==> src/hdl/rdseq_pkg.sv <==
package rdseq_pkg;

  // ****************************************************************
  // Reset vector and widths
  // ****************************************************************
  localparam int          PC_W         = 12;
  localparam logic [11:0] RESET_VECTOR = 12'hFFF;

  // ****************************************************************
  // Timing
  // ****************************************************************
  localparam longint CLK_HZ        = 25000000;
  // Delay times in microseconds
  localparam longint DLY_US_10     = 250;
  localparam longint DLY_US_11     = 18000;
  localparam longint DLY_US_00     = 60000;
  localparam longint DLY_US_01     = 1000000;
  localparam longint US_PER_S      = 1000000;
  localparam int     CNT_W         = 25;
  // Cycle counts, rounded down (timeouts are nominal figures)
  localparam logic [24:0] CYC_10 = 25'(DLY_US_10 * CLK_HZ / US_PER_S);
  localparam logic [24:0] CYC_11 = 25'(DLY_US_11 * CLK_HZ / US_PER_S);
  localparam logic [24:0] CYC_00 = 25'(DLY_US_00 * CLK_HZ / US_PER_S);
  localparam logic [24:0] CYC_01 = 25'(DLY_US_01 * CLK_HZ / US_PER_S);

  // ****************************************************************
  // Fuse encodings
  // ****************************************************************
  localparam logic [1:0] DLY_SEL_250US = 2'h2;
  localparam logic [1:0] DLY_SEL_18MS  = 2'h3;
  localparam logic [1:0] DLY_SEL_60MS  = 2'h0;
  localparam logic [1:0] DLY_SEL_1S    = 2'h1;

  // Reset source bundle
  typedef struct packed {
    logic power_on;
    logic brownout;
    logic watchdog;
    logic pin_low;
  } rdseq_src_t;

  // Sequencer states
  typedef enum logic [1:0] {
    ST_HOLD  = 2'b00,
    ST_COUNT = 2'b01,
    ST_RUN   = 2'b10,
    ST_SLEEP = 2'b11
  } rdseq_state_t;

endpackage

==> src/hdl/rdseq_timer.sv <==
`timescale 1ns/10ps
module rdseq_timer #(
  parameter int W = 25
) (
  // Clock and reset
  input  wire logic         clk_i,
  input  wire logic         rst_i,
  // Control
  input  wire logic         run_i,
  input  wire logic [W-1:0] limit_i,
  // Status
  output logic              done_o
);

  logic [W-1:0] cnt_q;

  // Counter clears whenever run drops, so a restart begins at zero
  always_ff @(posedge clk_i or posedge rst_i) begin
    if (rst_i) begin
      cnt_q <= '0;
    end else if (!run_i) begin
      cnt_q <= '0;
    end else if (!done_o) begin
      cnt_q <= cnt_q + W'(1);
    end
  end

  // Done once the count reaches the limit
  assign done_o = run_i && (cnt_q >= limit_i);

endmodule

==> src/hdl/rdseq_core.sv <==
`timescale 1ns/10ps
// What this block does
// - Any reset source reinitializes and restarts at top
// - Program counter loads reset vector 0FFF
// - Power-up sets latch; reset held while set
// - Delay timer waits for external pin high
// - Timeout end clears latch, releases reset
// - Two-bit fuse selects delay timeout period
// - Same delay times wake-up from power-down
// - Brown-out holds reset until supply recovers
// - Two fuse bits choose brown-out threshold
// - Power-on detector holds reset while supply rises
module rdseq_core #(
  parameter int CNT_W = rdseq_pkg::CNT_W,
  parameter logic [CNT_W-1:0] CYC_10 = rdseq_pkg::CYC_10,
  parameter logic [CNT_W-1:0] CYC_11 = rdseq_pkg::CYC_11,
  parameter logic [CNT_W-1:0] CYC_00 = rdseq_pkg::CYC_00,
  parameter logic [CNT_W-1:0] CYC_01 = rdseq_pkg::CYC_01
) (
  // Clock and reset
  input  wire logic                     clk_i,
  input  wire logic                     rst_i,
  // Reset sources
  input  wire logic                     power_on_i,
  input  wire logic                     external_reset_n_i,
  input  wire logic                     watchdog_i,
  // Brown-out comparators, one per level: high means supply below level
  input  wire logic [2:0]               brownout_below_i,
  // Configuration fuses
  input  wire logic [1:0]               delay_sel_i,
  input  wire logic [1:0]               brownout_level_sel_i,
  // Power-down control from the core
  input  wire logic                     sleep_i,
  // Outputs
  output logic                          reset_o,
  output logic                          wakeup_o,
  output logic                          pc_load_o,
  output logic [rdseq_pkg::PC_W-1:0]    pc_vector_o,
  output logic                          latch_o
);

  // ****************************************************************
  // Helpers
  // ****************************************************************

  // Fuse code to delay in cycles
  function automatic logic [CNT_W-1:0] delay_cycles(input logic [1:0] s);
    logic [CNT_W-1:0] r;
    r = CYC_11;
    if (s == rdseq_pkg::DLY_SEL_250US) begin
      r = CYC_10;
    end else if (s == rdseq_pkg::DLY_SEL_60MS) begin
      r = CYC_00;
    end else if (s == rdseq_pkg::DLY_SEL_1S) begin
      r = CYC_01;
    end
    return r;
  endfunction

  // ****************************************************************
  // Source merge
  // ****************************************************************
  rdseq_pkg::rdseq_src_t src;
  rdseq_pkg::rdseq_state_t state_q;
  rdseq_pkg::rdseq_state_t state_d;
  logic                    brownout;
  logic                    any_src;
  logic                    timer_run;
  logic                    timer_done;
  logic                    latch_q;
  logic                    any_src_q;

  // Level codes: 00 low (2.2 V), 01 mid (2.4 V), 1x high (4.1 V)
  always_comb begin
    brownout = brownout_below_i[0];
    if (brownout_level_sel_i[1]) begin
      brownout = brownout_below_i[2];
    end else if (brownout_level_sel_i[0]) begin
      brownout = brownout_below_i[1];
    end
  end

  // Bundle the sources; a low pin is itself a reset
  always_comb begin
    src.power_on = power_on_i;
    src.brownout = brownout;
    src.watchdog = watchdog_i;
    src.pin_low  = !external_reset_n_i;
  end

  assign any_src = |src;

  // ****************************************************************
  // Delay reset timer
  // ****************************************************************
  // Timer runs while counting to release or sleeping; the shared
  // counter means sleep and release use identical periods.
  // The counter clears on every leave of these states, so a
  // restart after a pin glitch always begins from zero.
  // Limitation: the period follows the fuse live, so a fuse
  // change mid-count takes effect at once.
  assign timer_run = (state_q == rdseq_pkg::ST_COUNT) ||
                     (state_q == rdseq_pkg::ST_SLEEP);

  rdseq_timer #(
    .W (CNT_W)
  ) u_delay_reset_timer (
    .clk_i   (clk_i),
    .rst_i   (rst_i),
    .run_i   (timer_run),
    .limit_i (delay_cycles(delay_sel_i)),
    .done_o  (timer_done)
  );

  // ****************************************************************
  // Sequencer
  // ****************************************************************
  always_comb begin
    state_d = state_q;
    case (state_q)
      rdseq_pkg::ST_HOLD: begin
        // Wait for every source to clear, pin high included
        if (!any_src) begin
          state_d = rdseq_pkg::ST_COUNT;
        end
      end
      rdseq_pkg::ST_COUNT: begin
        if (any_src) begin
          state_d = rdseq_pkg::ST_HOLD;
        end else if (timer_done) begin
          state_d = rdseq_pkg::ST_RUN;
        end
      end
      rdseq_pkg::ST_RUN: begin
        if (any_src) begin
          state_d = rdseq_pkg::ST_HOLD;
        end else if (sleep_i) begin
          state_d = rdseq_pkg::ST_SLEEP;
        end
      end
      rdseq_pkg::ST_SLEEP: begin
        if (any_src) begin
          state_d = rdseq_pkg::ST_HOLD;
        end else if (timer_done) begin
          state_d = rdseq_pkg::ST_RUN;
        end
      end
      default: begin
        state_d = rdseq_pkg::ST_HOLD;
      end
    endcase
  end

  // Reset starts in hold: the latch is set at power-up
  always_ff @(posedge clk_i or posedge rst_i) begin
    if (rst_i) begin
      state_q <= rdseq_pkg::ST_HOLD;
    end else begin
      state_q <= state_d;
    end
  end

  // Reset latch: set by any source, cleared only at timeout.
  // A source and a timeout in the same cycle keep the latch set,
  // so a late glitch can never slip through as a release.
  // Sleep never clears the latch: a wake-up is not a release.
  always_ff @(posedge clk_i or posedge rst_i) begin
    if (rst_i) begin
      latch_q <= 1'b1;
    end else if (any_src) begin
      latch_q <= 1'b1;
    end else if (state_q == rdseq_pkg::ST_COUNT && timer_done) begin
      latch_q <= 1'b0;
    end
  end

  // Remember a source seen in the previous cycle so the vector load follows
  always_ff @(posedge clk_i or posedge rst_i) begin
    if (rst_i) begin
      any_src_q <= 1'b0;
    end else begin
      any_src_q <= any_src;
    end
  end

  // ****************************************************************
  // Outputs
  // ****************************************************************
  // Reset held while the latch is set; sources act at once too
  assign reset_o  = latch_q || any_src;
  assign latch_o  = latch_q;
  // One-cycle pulse as sleep ends by timeout
  assign wakeup_o = (state_q == rdseq_pkg::ST_SLEEP) && timer_done &&
                    !any_src;

  // Vector stays on the PC bus; load asserted through reset
  always_ff @(posedge clk_i or posedge rst_i) begin
    if (rst_i) begin
      pc_load_o   <= 1'b1;
      pc_vector_o <= rdseq_pkg::RESET_VECTOR;
    end else begin
      pc_load_o   <= latch_q || any_src || any_src_q;
      pc_vector_o <= rdseq_pkg::RESET_VECTOR;
    end
  end

endmodule

==> config.mk <==
export PLATFORM = sky130hd
export DESIGN_NAME = rdseq_core
export DESIGN_NICKNAME = d
export VERILOG_FILES = /design/src/hdl/rdseq_pkg.sv /design/src/hdl/rdseq_timer.sv /design/src/hdl/rdseq_core.sv
export SDC_FILE = /design/constraint.sdc
export NUM_CORES = 1
export LEC_CHECK = 0
export ABC_AREA = 1
export BUFFER_PORTS_ARGS = -buffer_cell sky130_fd_sc_hd__buf_4
export CORE_UTILIZATION = 47
export DETAILED_ROUTE_END_ITERATION = 8
export GPL_TIMING_DRIVEN = 0
export PLACE_DENSITY = 0.78
export SLEW_MARGIN = 40
export SYNTH_ARGS = -nofsm -noshare
export SYNTH_HDL_FRONTEND = slang
export SYNTH_SLANG_ARGS = --single-unit
==> constraint.sdc <==
create_clock -name clk_i -period 1.9 [get_ports clk_i]
set_clock_uncertainty 0.15 [all_clocks]
set_input_delay 0.095 -clock clk_i [delete_from_list [all_inputs] [get_ports clk_i]]
set_output_delay 0.095 -clock clk_i [all_outputs]
set_load 0.05 [all_outputs]
# Word level (Yosys, flattened, before mapping)
# Cells that the tools add are included.
# totals
ram_bits	0
latch_bits	0
regBits	30
memories	0
romBits	0
in_bits	13
# op_classes
mul	0
add_sub_neg	1
div	0
n_mux	15
magnitude_cmp	1
n_bitwise	0
shifts	0
n_reduce_logical	15
n_eq_ne	9
# op_table
operator	n
25-bit two-way mux	5
25-bit by 1-bit adder with 25-bit output (second input constant)	1
25-bit >= comparator	1
2-bit two-way mux	5
2-bit == test (second input constant)	3
2-bit one-hot mux with 3 select lines	1
2-bit by 1-bit == test with 1-bit output (second input constant)	2
1-bit logical AND	4
2-bit logical NOT	2
1-bit two-way mux	4
2-bit inequality test (second input constant)	2
4-bit OR reduction	1
1-bit logical OR	3
3-bit by 1-bit inequality test with 1-bit output (second input constant)	1
3-bit inequality test (second input constant)	1
3-bit AND reduction	1
1-bit logical NOT	2
2-bit nonzero test	1
2-bit OR reduction	1

# Logic depth before layout (Yosys ltp)
# Gate-level depths: netlist (run 1).
# logic_depth
word_depth	9
depth_mapped	19
ltp_nobuf	18

# Hierarchy
# Synthesis (run 1) repeated with hierarchy kept, for this count alone.
# hier_totals
hier_cells	485
area_unflattened_um2	3124.2
# by_module_without_submodules
module	n_inst	area_per_inst_um2	cells_each	seq_area_each_um2
rdseq_timer	1	2590.0	412	625.6
rdseq_core	1	534.3	73	127.6

# Worst setup path before layout (run 1)
# No wires, ideal clock.
# synth_path
path_type	input to output
start	input port delay_sel_i[0]
end	output port wakeup_o
path_slack_ns	-0.476
arrival_ns	2.131
n_path_buf	1
t_required_ns	1.655
path_stages	14
path_cell_list	inv_1 ha_1 ha_1 nand2_1 nor2_1 nand3_1 nor2_1 nand2_1 nand2_1 nor2_2 nand2_4 nand2_8 buf_6 nor3_2
# synth_between
elab_chain_cells	8
word_cells_on_any_way	10
classes_between	order compare (1); eq/ne (2); mux (3); reduce/logical (4)
# synth_rtl
item	line	rtl
start: declaration	rdseq_core.sv:30	input wire logic [1:0] delay_sel_i,
2-bit by 1-bit == test with 1-bit output	rdseq_core.sv:54	end else if (s == rdseq_pkg::DLY_SEL_1S) begin
25-bit two-way mux	rdseq_core.sv:54	
25-bit two-way mux	rdseq_core.sv:52	end else if (s == rdseq_pkg::DLY_SEL_60MS) begin
25-bit two-way mux (*)	rdseq_core.sv:50	if (s == rdseq_pkg::DLY_SEL_250US) begin
25-bit >= comparator (*)	rdseq_timer.sv:29	assign done_o = run_i && (cnt_q >= limit_i);
1-bit logical AND (*)	rdseq_timer.sv:29	
1-bit logical AND (*) (2 in series)	rdseq_core.sv:193	assign wakeup_o = (state_q == rdseq_pkg::ST_SLEEP) && timer_done &&
end: declaration	rdseq_core.sv:36	output logic wakeup_o,
# Mark *: on every way between the ends. The rest lies on a longest branch, timed or not.

# Final worst setup path (run 1)
# layout_path
start	input port delay_sel_i[1]
end	output port wakeup_o
# The elaborated chain is that of the path after synthesis.

==> metrics, run 1 <==
kind of cell adding the most delay to the critical path simple AND/OR/NAND/NOR gates; mean post-synth cell area 6.82 um^2; cells along the critical path buf_4, inv_1, ha_2, ha_4, nand2_2, nor2_2, nand3_2, nor2_1, nand2_1, nand2_2, nor2_4, nand2_4, nand2_8, buf_8, nor3_4, buf_6; Max Root-Sink Buffers 2; endpoints failing hold 0; register share of total power 42.5%; Num CTS Buffers 5; max-slew violations 0; slack of the critical path -0.521 ns; violated checks setup timing; clk_lat worst skew 0.29 ns; async set-reset flop share out of synthesis 100%; Die X 76.5 um; final antenna-violating net count 0; RR Startpoint u_delay_reset_timer.cnt_q[17]; crit path kind in2out; number of enable flip-flop cells after synthesis 0; Netlist cell types 30; I/O pin count 29; # setup viols final 28; first-pass GRT wire length 12,000 um; worst hold endpoint state_q[0]; final net count 491; Fin Hold WS 0.0373 ns; Post-DP HPWL 4690 um; flop2flop setup slack -0.45 ns; Post-Place Worst Slack -0.525 ns; Synth Cell Area 2610 um^2; via count 2,710; Tcrit/Tclk final 127%; htree depth 2; All-Layer GR Usage 26.3%; cell area after layout 3710 um^2; Initial Util 49.9%; Starting DRT DRC Count 267; Buffers on Ports 16; CTS tree built; length in cells of the worst reg-to-reg path 16; Top FF cell, synth dfrtp_1; Placement Cell Area 2870 um^2; dominant cell type by area after synthesis dfrtp_1; Fill cells 373; Comb power frac 25.0%; multi-input gate area in the final layout 1960 um^2; Slew HR 56.7%; WL/cell 15.1 um; GRT overflow 0; total power density per cell area 439 nW/um^2; core area 5240 um^2; count leader, synth nand2_1; WP data arrival 2.18 ns; Register Area 767 um^2; Leakage 1.76 nW; cell with the largest stage delay on the worst path ha_2; crit path max fanout 5; Area Overhead vs Synth 41.9%; Final min period 2.42 ns; endpoint class of the critical path primary output; # rows 26; min-delay src sleep_i; mean number of vias per cell 5.17; Least-Margin Pin Slew 0.648 ns; largest net degree at the start of global routing 31; gpl congestion 0.969; Cells after Synth 383; number of diodes 0; maximum vdd drop 298 uV; WL final 7900 um; sequential share of the synthesized area 28.8%; min-delay worst type in2reg; Buf+Inv Stages, Crit Path 4; CP Launch Type input pin; CTS Sinks 30; number of global-route vias before repair 2,523; initial antenna violation count 0; max-cap viol count 0; Worst-path clk slew 0.06 ns; clock share of power 32.5%; Tot Pwr 0.00163 W; 1st-pass router iterations 4; CP most frequent cell nand2_2; Int Pwr 0.00109 W; switching power 0.000540 W; share of the synthesized area in the top cell type 26.8%; RR Endpoint u_delay_reset_timer.cnt_q[20]; switching share of power 33.2%; Root Buffer Master clkbuf_8; slowest stage delay, CP 0.35 ns; synth cell count leaders nand2_1 (126), nor2_1 (53), inv_1 (39), dfrtp_1 (28), ha_1 (25); Min-Delay Path Depth 4; largest cells by area after synthesis dfrtp_1 (27%), nand2_1 (18%), ha_1 (12%); max frequency 0.413 GHz; status finished with violations; Die Area 5860 um^2; unrepaired setup endpoints after global routing yes; Yosys warnings 0; share of cells above drive strength 1 35.2%; drt drc 0; Req. time, crit path 1.65 ns; die height 76.5 um; FF+latch count, synth 30
## tightest hold or removal path, delay by kind of cell
| kind | cells | cell delay (ns) |
|---|---|---|
| buffers and inverters | 1 | 0.08 |
| AO/OA/AOI/OAI | 2 | 0.24 |
| AND/OR/NAND/NOR | 1 | 0.03 |
## layout make-up
type	instances	share of cell area, %
well taps	70	2.36
flip-flops and latches	30	20.7
repair buffers	52	12.7
plain buffers	18	4.15
clock buffers	7	2.33
inverters	42	4.59
multi-input cells	304	53.0
clock inverters	1	0.135
## stage by stage
step	setup TNS, ns	std cells	util, %
6_report	-10.74	524	70.8
5_1_grt	-13.27	524	70.8
4_1_cts	-8.70	517	65.5
3_5_place_dp	-10.44	480	54.8
3_3_place_gp	-10.76	480	54.8
2_1_floorplan	-0.772	394	-
## power groups by stage
stage                     Clock, W  Sequential (W)  Combinational (W)
after global placement           0        0.000701           0.000296
final                     0.000530        0.000692           0.000407
after floorplan                  0        0.000698           0.000229
after CTS                 0.000534        0.000689           0.000346
after global routing      0.000576        0.000694           0.000441
after detailed placement         0        0.000704           0.000303
## routing by layer
metal,vias up,wire (um),GRT usage [%]
met5,-,0,0
met2,103,3850,44.1
met1,1258,3300,33.0
met3,34,429,4.43
li1,1315,-,-
met4,0,327,11.3
## cells in the final DEF (no fill, tap or decap), types with 2 or more instances in the layout
cell,instances
buf_4,54
ha_4,14
conb_1,12
nor2_1,48
buf_8,4
o21ai_2,4
clkbuf_8,6
buf_16,2
nand2_2,24
nand2_4,4
dfrtp_2,11
inv_1,35
nand2_1,99
o21a_1,2
nor2_2,3
inv_2,5
dfstp_2,2
ha_2,2
nand3_2,7
xnor2_1,4
nor3b_1,2
ha_1,9
nand4_1,4
buf_6,6
clkbuf_1,3
nor2_4,3
nand3_1,13
o21ai_1,6
xor2_1,17
nor3_1,11
dfrtp_1,17
a21oi_1,7
## registers in the layout, summed over array words and instances (netlist names)
name	cells
state_q	2
any_src_q	1
pc_load_o	1
latch_o	1
u_delay_reset_timer.cnt_q	25
## worst max-delay path by stage
stage          endpoint  slack, ns                           from  cells after the start
2_1_floorplan  wakeup_o      -0.27  u_delay_reset_timer.cnt_q[24]                     12
3_3_place_gp   wakeup_o      -0.53                 delay_sel_i[1]                     16
3_5_place_dp   wakeup_o      -0.52                 delay_sel_i[1]                     16
4_1_cts        wakeup_o      -0.47  u_delay_reset_timer.cnt_q[15]                     13
5_1_grt        wakeup_o      -0.61   u_delay_reset_timer.cnt_q[9]                     13
6_report       wakeup_o      -0.52                 delay_sel_i[1]                     16
## cell families (layout without fill, tap and decap cells)
kind of cell / Yosys count / count (layout) / share of synthesized area, %
simple gates: 224 / 224 / 35.9
buf+inv: 60 / 120 / 11.6
flops: 30 / 30 / 28.8
fa+ha+maj: 25 / 25 / 12.0
compound gates: 22 / 22 / 4.46
xor+xnor: 21 / 21 / 7.04
other cells: 1 / 12 / 0.144
## repair_timing
action,4_1_cts,5_1_grt
gates cloned,3,0
pin swaps,16,10
endpoints found under the setup margin,29,28
gates resized for setup,56,43
buffers inserted,25,8
endpoints found under the hold margin,28,0
hold buffers,1,0
(Power assumes the default switching activity.)
==> run 2, diff against run 1 <==
--- a/config.mk
+++ b/config.mk
@@ -10,8 +10,9 @@
 export CORE_UTILIZATION = 47
 export DETAILED_ROUTE_END_ITERATION = 8
 export GPL_TIMING_DRIVEN = 0
-export PLACE_DENSITY = 0.78
+export PLACE_DENSITY = 0.77
 export SLEW_MARGIN = 40
 export SYNTH_ARGS = -nofsm -noshare
 export SYNTH_HDL_FRONTEND = slang
+export SYNTH_HIERARCHICAL = 1
 export SYNTH_SLANG_ARGS = --single-unit
==> metrics, run 2 <==
status finished with violations; violated checks setup timing; Largest register FFs 25 (unchanged); XOR/XNOR share of the synthesized area 4.21% (-2.8 points); drt drc 0 (unchanged); mux cell area share after synthesis 0% (unchanged); slack of the critical path -0.655 ns (-0.134 ns); slowest stage delay, CP 0.46 ns (+0.11 ns); largest family of logic cells by synthesized area simple AND/OR/NAND/NOR gates; Post-DP HPWL 6150 um (+31%); Fill cells 498 (+34%); number of enable flip-flop cells after synthesis 0 (unchanged); CTS tree built; sequential share of the synthesized area 24.1% (-4.7 points); Tot Pwr 0.00153 W (-6.2%); Req. time, crit path 1.65 ns (about the same); share of the synthesized area in the top cell type 22.4% (-4.4 points); Starting DRT DRC Count 271 (+1.5%); # setup viols final 29 (+3.6%); All-Layer GR Usage 26.9% (+0.63 points); Top reg by flops u_delay_reset_timer/cnt_q; initial antenna violation count 0 (unchanged); Tcrit/Tclk final 134% (+7.1 points); min-delay src brownout_below_i[2]; Root Buffer Master clkbuf_8; WP data arrival 2.31 ns (+0.13 ns); largest cells by area after synthesis dfrtp_1 (22%), nand2_1 (17%), ha_1 (13%); Cells after Synth 485 (+27%); WL/cell 15.1 um (about the same); Final min period 2.56 ns (+0.134 ns); mean post-synth cell area 6.44 um^2 (-5.5%); Synth Area in Adders 12.8% (+0.84 points); Least-Margin Pin Slew 0.563 ns (-0.0854 ns); commonest non-fill, non-tap cell in the layout nand2_1; via count 3,307 (+22%); CP Launch Type flop; clk_lat worst skew 0.28 ns (about the same); cells along the critical path ha_4, nand2_4, nor2_4, nand2_2, inv_2, nand3_4, inv_4, o21ai_4, nand3_4, buf_8, nand2_4, inv_4, nand2_4, nor3b_4, buf_6; crit path max fanout 2 (-3); Leakage 2.26 nW (+29%); share of cells above drive strength 1 34.9% (-0.31 points); CTS Sinks 30 (unchanged); Worst-path clk slew 0.06 ns (about the same); Area Overhead vs Synth 40.6%; RR Startpoint u_delay_reset_timer/cnt_q[19]; Buf+Inv Stages, Crit Path 5 (+1); endpoints failing hold 0 (unchanged); Die X 83.5 um (+9.1%); core area 6390 um^2 (+22%); Yosys warnings 6 (+6); Die Area 6980 um^2 (+19%); synth cell count leaders nand2_1 (139), inv_1 (83), nor2_1 (55), nand3_1 (44), ha_1 (32); final net count 608 (+24%); CP most frequent cell nand2_4; unrepaired setup endpoints after global routing yes; die height 83.5 um (+9.1%); Max Root-Sink Buffers 2 (unchanged); max-slew violations 0 (unchanged); Synth Area in Simple Gates 40.6% (+4.6 points); Num CTS Buffers 5 (unchanged); dominant cell type by area after synthesis dfrtp_1; first-pass GRT wire length 14,900 um (+25%); GRT overflow 0 (unchanged); count leader, synth nand2_1; multi-input gate area in the final layout 2420 um^2 (+23%); Netlist cell types 33 (+10%); I/O pin count 29 (unchanged); max frequency 0.391 GHz (-5.3%); gpl congestion 0.888 (-8.3%); endpoint class of the critical path primary output; Top FF cell, synth dfrtp_1; min-delay worst type in2reg; Slew HR 62.4% (+5.7 points); async set-reset flop share out of synthesis 100% (unchanged); Critical path origin u_delay_reset_timer/cnt_q[19]; Initial Util 48.9% (-0.93 points); Register Area 778 um^2 (+1.5%); total power density per cell area 348 nW/um^2 (-21%); FF+latch count, synth 30 (unchanged); final antenna-violating net count 0 (unchanged); final core utilization 68.8% (-2.0 points); Compound-Gate Fraction of Synth Area 1.88% (-2.6 points); Synth Cell Area 3120 um^2 (+20%); WL final 9650 um (+22%); htree depth 2 (unchanged); max-cap viol count 0 (unchanged); number of global-route vias before repair 3,212 (+27%); maximum vdd drop 327 uV (+9.6%); crit path kind reg2out; # rows 29 (+12%); 1st-pass router iterations 5 (+1); biggest regs u_delay_reset_timer/cnt_q x25, state_q x2; most frequent cells in the layout nand2_1 (117), inv_1 (77), buf_4 (59); mean number of vias per cell 5.16 (-0.24%); cell with the largest stage delay on the worst path dfrtp_2; kind of cell adding the most delay to the critical path simple AND/OR/NAND/NOR gates; number of diodes 0 (unchanged); Buffers on Ports 16 (unchanged); largest net degree at the start of global routing 26 (-16%)
==> run 2: cell count changes after synthesis, sizes merged, moves of 5 or more <==
cell   change
o21ai      -9
nand3     +27
ha         +7
inv       +45
buf        +5
nor2       +6
nor3      -13
xor2       -7
nand4     +26
nand2     +14
==> run 2: report_power, final <==
| group | internal, W | leakage (nW) | switching [W] |
|---|---|---|---|
| Combinational | 0.000129 | 1.84 | 0.000218 |
| Sequential | 0.000643 | 0.373 | 0.00000577 |
| Clock | 0.000295 | 0.0455 | 0.000236 |
| Total | 0.00107 | 2.26 | 0.000460 |
==> run 2: layout make-up <==
cell class              instances  share of cell area (%)
multi-input cells             356                    55.1
flip-flops and latches         30                    17.7
repair buffers                 57                    10.6
inverters                      89                    8.21
plain buffers                  24                    4.19
well taps                      77                    2.19
clock buffers                   8                    2.05
==> run 2: cell families (layout without fill, tap and decap cells) <==
kind of cell | Yosys count | count (layout)
flops | 30 | 30
other cells | 2 | 16
buf+inv | 113 | 178
fa+ha+maj | 32 | 32
simple gates | 283 | 283
compound gates | 10 | 10
xor+xnor | 15 | 15
==> run 2: worst reg2reg max path, cell delays in order, from the launching register on <==
cell and delay [ns]:
dfrtp_2 0.46, ha_4 0.27, nand2_4 0.08, nor2_4 0.04, nand2_2 0.09, inv_2 0.06
buf_4 0.14, a21oi_4 0.14, nand3_4 0.10, buf_8 0.14, nand2_4 0.06, inv_4 0.04
buf_4 0.12, nor2_2 0.08, nand3_1 0.10, nand4_1 0.10, nand2_1 0.05
==> run 2: what timing repair did <==
| action | CTS | global route |
|---|---|---|
| hold buffers | 1 | 0 |
| hold endpoints to repair | 30 | 0 |
| setup endpoints to repair | 29 | 29 |
| resized for setup | 59 | 41 |
| pin swaps | 20 | 24 |
| setup buffers | 29 | 10 |
| cloned | 2 | 0 |
==> run 2: path summary, 6_finish.rpt <==
check / end / slack [ns] / depth (start not counted)
max: wakeup_o / -0.66 / 15
min in group asynchronous: state_q[1] / 0.15 / 3
min reg2reg: pc_load_o / 0.28 / 1
min: any_src_q / 0.009 / 5
max reg2reg: state_q[1] / -0.42 / 16
max in group asynchronous: u_delay_reset_timer/cnt_q[22] / 0.88 / 3
==> run 2: routing by layer <==
metal | wire length [um] | vias up | global-route usage, %
met5 | 0 | - | 0
met4 | 293 | 0 | 8.63
met3 | 577 | 23 | 3.07
met2 | 4830 | 133 | 47.6
met1 | 3950 | 1506 | 34.2
li1 | - | 1645 | -
==> run 2: through the flow <==
stage	setup WS, ns	instance area, um^2	hold WS [ns]	std cells	TNS [ns]
after floorplan	-0.466	3370	-0.278	499	-1.14
after global placement	-0.886	3580	-0.139	592	-13.02
after detailed placement	-0.916	3580	-0.132	592	-14.20
after CTS	-0.630	4150	0.00429	632	-5.55
after global routing	-0.729	4390	0.0165	641	-13.66
final	-0.655	4390	0.00922	641	-10.17
